[config.mk]
export PLATFORM = sky130hd
export DESIGN_NAME = gpe_port
export DESIGN_NICKNAME = d
export VERILOG_FILES = /design/src/rtl/gpe_pkg.sv /design/src/rtl/gpe_port.sv
export SDC_FILE = /design/constraint.sdc
export NUM_CORES = 1
export LEC_CHECK = 0
export ABC_AREA = 1
export ABC_CLOCK_PERIOD_IN_PS = 7000
export BUFFER_PORTS_ARGS = -buffer_cell sky130_fd_sc_hd__buf_2
export CORE_MARGIN = 10
export CORE_UTILIZATION = 50
export DETAILED_ROUTE_END_ITERATION = 8
export HOLD_SLACK_MARGIN = 0.03
export PLACE_DENSITY_LB_ADDON = 0.25
export SYNTH_ARGS = -nofsm -noshare
export SYNTH_HDL_FRONTEND = slang
export SYNTH_SLANG_ARGS = --single-unit
export TNS_END_PERCENT = 20
[constraint.sdc]
create_clock -name sys_clk -period 7 [get_ports sys_clk]
set_input_delay 1.4 -clock sys_clk [delete_from_list [all_inputs] [get_ports sys_clk]]
set_output_delay 1.4 -clock sys_clk [all_outputs]
set_load 0.01 [all_outputs]
[src/rtl/gpe_pkg.sv]
package gpe_pkg;

   localparam int          PIN_N        = 20;
   localparam int          ADDR_W       = 8;

   // ---------------------------------------------------------------
   // register byte offsets
   // ---------------------------------------------------------------
   localparam logic [7:0]  OFS_LEVEL    = 8'h00;
   localparam logic [7:0]  OFS_DIR      = 8'h04;
   localparam logic [7:0]  OFS_OUT      = 8'h08;
   localparam logic [7:0]  OFS_FIRST    = 8'h0c;
   localparam logic [7:0]  OFS_PULL     = 8'h10;
   localparam logic [7:0]  OFS_IEN      = 8'h14;
   localparam logic [7:0]  OFS_EDGE     = 8'h18;
   localparam logic [7:0]  OFS_STATUS   = 8'h1c;
   localparam logic [7:0]  OFS_BYTE     = 8'h20;
   localparam logic [7:0]  OFS_LANE     = 8'h24;

   // ---------------------------------------------------------------
   // reset values
   // ---------------------------------------------------------------
   localparam logic [19:0] RST_DIR      = 20'h00000;
   localparam logic [19:0] RST_OUT      = 20'h00000;
   localparam logic [19:0] RST_PULL     = 20'hfffff;
   localparam logic [19:0] RST_IEN      = 20'h00000;
   localparam logic [19:0] RST_EDGE     = 20'hfffff;

   typedef enum logic [1:0] {
      GPE_IDLE = 2'b01,
      GPE_ACK  = 2'b10
   } gpe_phase_t;

   typedef struct packed {
      gpe_phase_t  phase;
      logic        pready;
      logic        pslverr;
      logic [31:0] prdata;
      logic [19:0] dir;
      logic [19:0] out;
      logic [19:0] pull;
      logic [19:0] ien;
      logic [19:0] edge_rise;
      logic [19:0] status;
      logic [19:0] first_mask;
      logic        lane;
      logic [19:0] sync1;
      logic [19:0] sync2;
      logic [19:0] sync3;
      logic [19:0] pull_out;
      logic        event_out;
   } gpe_state_t;

   typedef struct packed {
      logic [19:0] level;
      logic [19:0] oe;
      logic [19:0] pull_en;
   } gpe_pins_t;

endpackage : gpe_pkg

[src/rtl/gpe_port.sv]
`timescale 1ns/1ns
module gpe_port (
   input  wire logic                sys_clk,
   input  wire logic                rst_n,
   input  wire logic                psel,
   input  wire logic                penable,
   input  wire logic                pwrite,
   input  wire logic [7:0]          paddr,
   input  wire logic [31:0]         pwdata,
   output logic      [31:0]         prdata,
   output logic                     pready,
   output logic                     pslverr,
   input  wire logic [19:0]         pin_in,
   input  wire logic [19:0]         xtal_pin_mask,
   output logic      [19:0]         pin_out,
   output logic      [19:0]         pin_oe,
   output logic      [19:0]         pullup_en,
   output logic                     sysctl_event
);

   // ---------------------------------------------------------------
   // reset release
   // ---------------------------------------------------------------
   logic                rst_meta_reg;
   logic                rst_sync_n;

   always_ff @(posedge sys_clk or negedge rst_n) begin
      if (!rst_n) begin
         rst_meta_reg <= 1'b0;
         rst_sync_n   <= 1'b0;
      end else begin
         rst_meta_reg <= 1'b1;
         rst_sync_n   <= rst_meta_reg;
      end
   end

   // ---------------------------------------------------------------
   // state
   // ---------------------------------------------------------------
   gpe_pkg::gpe_state_t st_reg;
   gpe_pkg::gpe_state_t st_next;
   logic                setup_c;
   logic                access_c;
   logic                wr_c;
   logic                rd_c;
   logic                mapped_c;
   logic [19:0]         rise_c;
   logic [19:0]         fall_c;
   logic [19:0]         ev_c;
   logic [19:0]         clr_c;

   assign setup_c  = psel && !penable;
   assign access_c = psel && penable && st_reg.pready;
   assign wr_c     = access_c && pwrite;
   assign rd_c     = access_c && !pwrite;

   always_comb begin
      mapped_c = 1'b1;
      case (paddr)
         gpe_pkg::OFS_LEVEL,  gpe_pkg::OFS_DIR,  gpe_pkg::OFS_OUT,
         gpe_pkg::OFS_FIRST,  gpe_pkg::OFS_PULL, gpe_pkg::OFS_IEN,
         gpe_pkg::OFS_EDGE,   gpe_pkg::OFS_STATUS,
         gpe_pkg::OFS_BYTE,   gpe_pkg::OFS_LANE: mapped_c = 1'b1;
         default: mapped_c = 1'b0;
      endcase
   end

   // ---------------------------------------------------------------
   // edge detection
   // ---------------------------------------------------------------
   // output pins always report rising edges so the status stays
   // meaningful for them; the edge select only shapes inputs
   genvar g;
   generate
      for (g = 0; g < gpe_pkg::PIN_N; g++) begin : g_edge
         assign rise_c[g] = st_reg.sync2[g] && !st_reg.sync3[g];
         assign fall_c[g] = !st_reg.sync2[g] && st_reg.sync3[g];
         assign ev_c[g]   = (st_reg.dir[g] || st_reg.edge_rise[g])
                            ? rise_c[g] : fall_c[g];
      end
   endgenerate

   // only bits that were actually reported are cleared, so an event
   // arriving between setup and access is kept
   assign clr_c = (rd_c && paddr == gpe_pkg::OFS_STATUS)
                  ? st_reg.prdata[19:0] : 20'h00000;

   // ---------------------------------------------------------------
   // next state
   // ---------------------------------------------------------------
   always_comb begin
      st_next         = st_reg;
      st_next.sync1   = pin_in;
      st_next.sync2   = st_reg.sync1;
      st_next.sync3   = st_reg.sync2;
      st_next.status  = (st_reg.status & ~clr_c) | ev_c;
      st_next.pull_out  = st_reg.pull & ~xtal_pin_mask;
      st_next.event_out = |(st_reg.status & st_reg.ien
                            & ~st_reg.dir);
      st_next.pready  = 1'b0;
      st_next.pslverr = 1'b0;
      case (st_reg.phase)
         gpe_pkg::GPE_IDLE: begin
            if (setup_c) begin
               st_next.phase   = gpe_pkg::GPE_ACK;
               st_next.pready  = 1'b1;
               st_next.pslverr = !mapped_c;
               st_next.prdata  = 32'h00000000;
               case (paddr)
                  gpe_pkg::OFS_LEVEL:
                     st_next.prdata[19:0] = st_reg.sync2;
                  gpe_pkg::OFS_DIR:
                     st_next.prdata[19:0] = st_reg.dir;
                  gpe_pkg::OFS_OUT:
                     st_next.prdata[19:0] = st_reg.out;
                  gpe_pkg::OFS_FIRST:
                     st_next.prdata[19:0] = st_reg.first_mask;
                  gpe_pkg::OFS_PULL:
                     st_next.prdata[19:0] = st_reg.pull;
                  gpe_pkg::OFS_IEN:
                     st_next.prdata[19:0] = st_reg.ien;
                  gpe_pkg::OFS_EDGE:
                     st_next.prdata[19:0] = st_reg.edge_rise;
                  gpe_pkg::OFS_STATUS:
                     st_next.prdata[19:0] = st_reg.status;
                  gpe_pkg::OFS_BYTE:
                     st_next.prdata[7:0] = st_reg.lane
                        ? st_reg.sync2[15:8] : st_reg.sync2[7:0];
                  gpe_pkg::OFS_LANE:
                     st_next.prdata[0] = st_reg.lane;
                  default: st_next.prdata = 32'h00000000;
               endcase
            end
         end
         gpe_pkg::GPE_ACK: begin
            st_next.phase = gpe_pkg::GPE_IDLE;
            if (wr_c) begin
               case (paddr)
                  gpe_pkg::OFS_DIR:   st_next.dir = pwdata[19:0];
                  gpe_pkg::OFS_OUT:   st_next.out = pwdata[19:0];
                  gpe_pkg::OFS_FIRST: st_next.first_mask = pwdata[19:0];
                  gpe_pkg::OFS_PULL:
                     st_next.pull = (st_reg.pull | st_reg.first_mask)
                                    & ~pwdata[19:0];
                  gpe_pkg::OFS_IEN:
                     st_next.ien = (st_reg.ien | st_reg.first_mask)
                                   & ~pwdata[19:0];
                  gpe_pkg::OFS_EDGE:
                     st_next.edge_rise = (st_reg.edge_rise
                                          & ~pwdata[19:0])
                                         | st_reg.first_mask;
                  gpe_pkg::OFS_BYTE: begin
                     if (st_reg.lane)
                        st_next.out[15:8] = pwdata[7:0];
                     else
                        st_next.out[7:0] = pwdata[7:0];
                  end
                  gpe_pkg::OFS_LANE:  st_next.lane = pwdata[0];
                  default: st_next.lane = st_reg.lane;
               endcase
            end
         end
         default: st_next.phase = gpe_pkg::GPE_IDLE;
      endcase
   end

   // ---------------------------------------------------------------
   // registers
   // ---------------------------------------------------------------
   // settings live in this always-on domain, so they hold across sleep
   always_ff @(posedge sys_clk or negedge rst_sync_n) begin
      if (!rst_sync_n) begin
         st_reg            <= '0;
         st_reg.phase      <= gpe_pkg::GPE_IDLE;
         st_reg.dir        <= gpe_pkg::RST_DIR;
         st_reg.out        <= gpe_pkg::RST_OUT;
         st_reg.pull       <= gpe_pkg::RST_PULL;
         st_reg.pull_out   <= gpe_pkg::RST_PULL;
         st_reg.ien        <= gpe_pkg::RST_IEN;
         st_reg.edge_rise  <= gpe_pkg::RST_EDGE;
         // pins idle high through their pull-ups, so the edge history
         // starts high; a zero here would fake a rising edge at start
         st_reg.sync1      <= gpe_pkg::RST_PULL;
         st_reg.sync2      <= gpe_pkg::RST_PULL;
         st_reg.sync3      <= gpe_pkg::RST_PULL;
      end else begin
         st_reg <= st_next;
      end
   end

   assign prdata       = st_reg.prdata;
   assign pready       = st_reg.pready;
   assign pslverr      = st_reg.pslverr;
   assign pin_out      = st_reg.out;
   assign pin_oe       = st_reg.dir;
   assign pullup_en    = st_reg.pull_out;
   assign sysctl_event = st_reg.event_out;
endmodule : gpe_port

==> results.ini <==
[floorplan]
coreArea_mm2 = 0.02285
die_h_um = 173.0
initial_core_util = 0.5124
dieWidth_um = 173.0
dieArea_mm2 = 0.02993
io_pins = 180
num_rows = 55

[timing]
tightest_slew_ns = 1.163
skew_ns = 0.01168
relSlewSlack = 0.2231
fin_crit_ns = 3.729
drv_slew = 0
hold_viol = 0
max_freq_mhz = 268.2
rsz0062_at_grt = no
finalCritPeriodShare = 0.5326
setup_viol = 0
tns_ns = 0
timing.final.ws_setup_ns = 3.271

[pwr]
max-vdd-ir-drop_mv = 0.1521
powerDensity_mw_per_mm2 = 235.1
power_leakage_nw = 6.354

[global_routing]
grt_max_degree = 149
grt_overflow_total = 0
grt_pass1_vias = 9409
grt_pass1_wl_mm = 52.99
grtUsageTotal = 0.2204
antenna_found_initial = 0

[drt]
wl_per_cell_um = 19.10
drt_iter0_markers = 852
drc_errors = 0
wirelength_mm = 33.87
dr.pass1.iters = 5
ant_nets = 0
viasPerCell = 5.313
via_count = 9420

[setup_path]
crit_required_ns = 7.42
worstPathArrival_ns = 4.14
cp-start-kind = primary input
rr_worst_depth = 7
r2r-end = st_reg[127]$_DFFE_PN1P_
cp_max_fo = 28
end_kind = register
crit_type = in2reg
timing.rr.start = pready$_DFF_PN0_
reg2reg_slack_ns = 4.07

[layout]
largest_register_ffs = 123
drive_above_1_share = 0.2438
nNetsFinal = 1524
n_antenna_cell = 0
final_area_mm2 = 0.01297
area_growth_pct = 10.84

[outcome]
status = complete, no violations

[worst_hold_path]
hp-class = reg2async

[flow_run]
maxCapViolations = 0

[clocking]
clkLatencyLatePin_ns = 0.54
clockRootBuffer = clkbuf_16
ctsHtreeMaxLevel = 1
cts_resized = 0
cts.sink_count = 248
cts_max_path_buffers = 3
cts_setup_buffers = 0
cts_tree = done
cts_made_buffers = 27
clkTransAtPathRegs_ns = 0.06
cts_hold_buf = 0

[logic_synthesis]
synth_top_area_frac = 0.2716
ys.flop_type = dfrtp_1
netlist_area_mm2 = 0.01171
postSynth.asyncResetShare = 1.000
synth_area_leaders = dfstp_2, dfrtp_1, nand2_1
yosys_warnings = 0
yosysMostFrequentCell = nand2_1
netlist_instances = 1376
synth.distinct_cells = 35
ys_ff_latch = 248
avgSynthCellArea_um2 = 8.507
synth_common_cells = nand2_1, inv_1, nand3_1, dfrtp_1, dfstp_2
synth_enable_flop_cells = 0
yosysSeqAreaShare = 0.5431
yosys.area.top_type = dfstp_2

[placement]
dpl-instance-area_mm2 = 0.01209
port_buffers = 155
hpwlAfterDp_mm = 22.33
pre_cts_ws_ns = 2.799
place.gp.congestion = 0.8847

[how the worst max path moves through the flow]
stage | startpoint | endpoint | cells past startpoint | slack (ns)
global placement | paddr[6] | st_reg[116]$_DFF_PN0_ | 10 | 2.82
detailed placement | paddr[6] | st_reg[104]$_DFF_PN0_ | 10 | 2.80
floorplan | rst_sync_n$_DFF_PN0_ | pin_oe[0]$_DFFE_PN0P_ | 0 | 3.04
finish | paddr[6] | st_reg[107]$_DFF_PN0_ | 10 | 3.27
CTS | paddr[6] | st_reg[106]$_DFF_PN0_ | 10 | 3.33
global route | paddr[7] | st_reg[106]$_DFF_PN0_ | 10 | 3.13
[metal layers]
metal,up-vias,share of wire,wire (um),track usage
li1,4436,-,-,-
met1,4499,0.42,14170,0.2853
met2,415,0.47,15880,0.3622
met3,70,0.085,2864,0.04509
met4,0,0.028,951,0.07222
met5,-,0,0,0
[layout make-up]
cell class | count | area (um2)
Multi-Input combinational cell | 850 | 3920
Timing Repair Buffer | 164 | 855.8
Sequential cell | 248 | 6361
Fill cell | 2122 | 9872
Tap cell | 313 | 391.6
Clock inverter | 6 | 88.84
Clock buffer | 44 | 799.5
Inverter | 148 | 558.0
[metrics by stage]
stage	hold slack, ns	cells	utilization	power, mW
after floorplan	0.3311	1387	-	1.599
after global placement	0.3165	1723	0.5290	1.650
after detailed placement	0.3163	1723	0.5290	1.653
after CTS	0.3260	1773	0.5679	3.074
after global routing	0.3449	1773	0.5679	3.158
final	0.3032	1773	0.5679	3.051
[placed cells by master, fill, tap and decap left out, types with 2 or more instances in the layout]
cell type and count:
nand2_1 331, buf_2 155, inv_1 142, nand3_1 134
dfrtp_1 126, dfstp_2 121, o21ai_0 118, nor2_1 114
a22oi_1 36, o21ai_1 31, clkbuf_16 27, or3_1 20
conb_1 13, clkbuf_1 11, nor2_2 8, a21oi_1 8
buf_4 8, nor3_1 7, nand2_2 6, clkbuf_8 6
inv_2 5, a2bb2oi_1 4, nor2_4 3, nand3b_1 3
a21oi_2 3, o2111ai_1 2, nand2_4 2, clkinvlp_4 2
bufinv_16 2
[critical path: stages]
cell and delay (ns):
buf_2 0.10, inv_1 0.06, nand2_2 0.14, nor2_4 0.59
nand2_1 0.29, inv_2 0.39, nand3b_1 0.50, buf_4 0.41
o21ai_1 0.15, nand3_1 0.09
[power breakdown]
group	internal, mW	leakage [nW]	total (mW)	switching [mW]
clock network	0.851	0.426	1.42	0.571
logic	0.0354	3.13	0.126	0.0901
registers	1.48	2.80	1.50	0.0203
[kinds of logic (layout without fill, tap and decap cells)]
kind of cell / after synthesis / after routing / share of synthesized area
AOI/OAI and AO/OA: 204 / 204 / 0.09844
other: 2 / 13 / 0.0006415
buffers and inverters: 289 / 362 / 0.1267
DFF: 248 / 248 / 0.5431
and+or+nand+nor: 633 / 633 / 0.2312
Power figures use the tool's default switching activity.
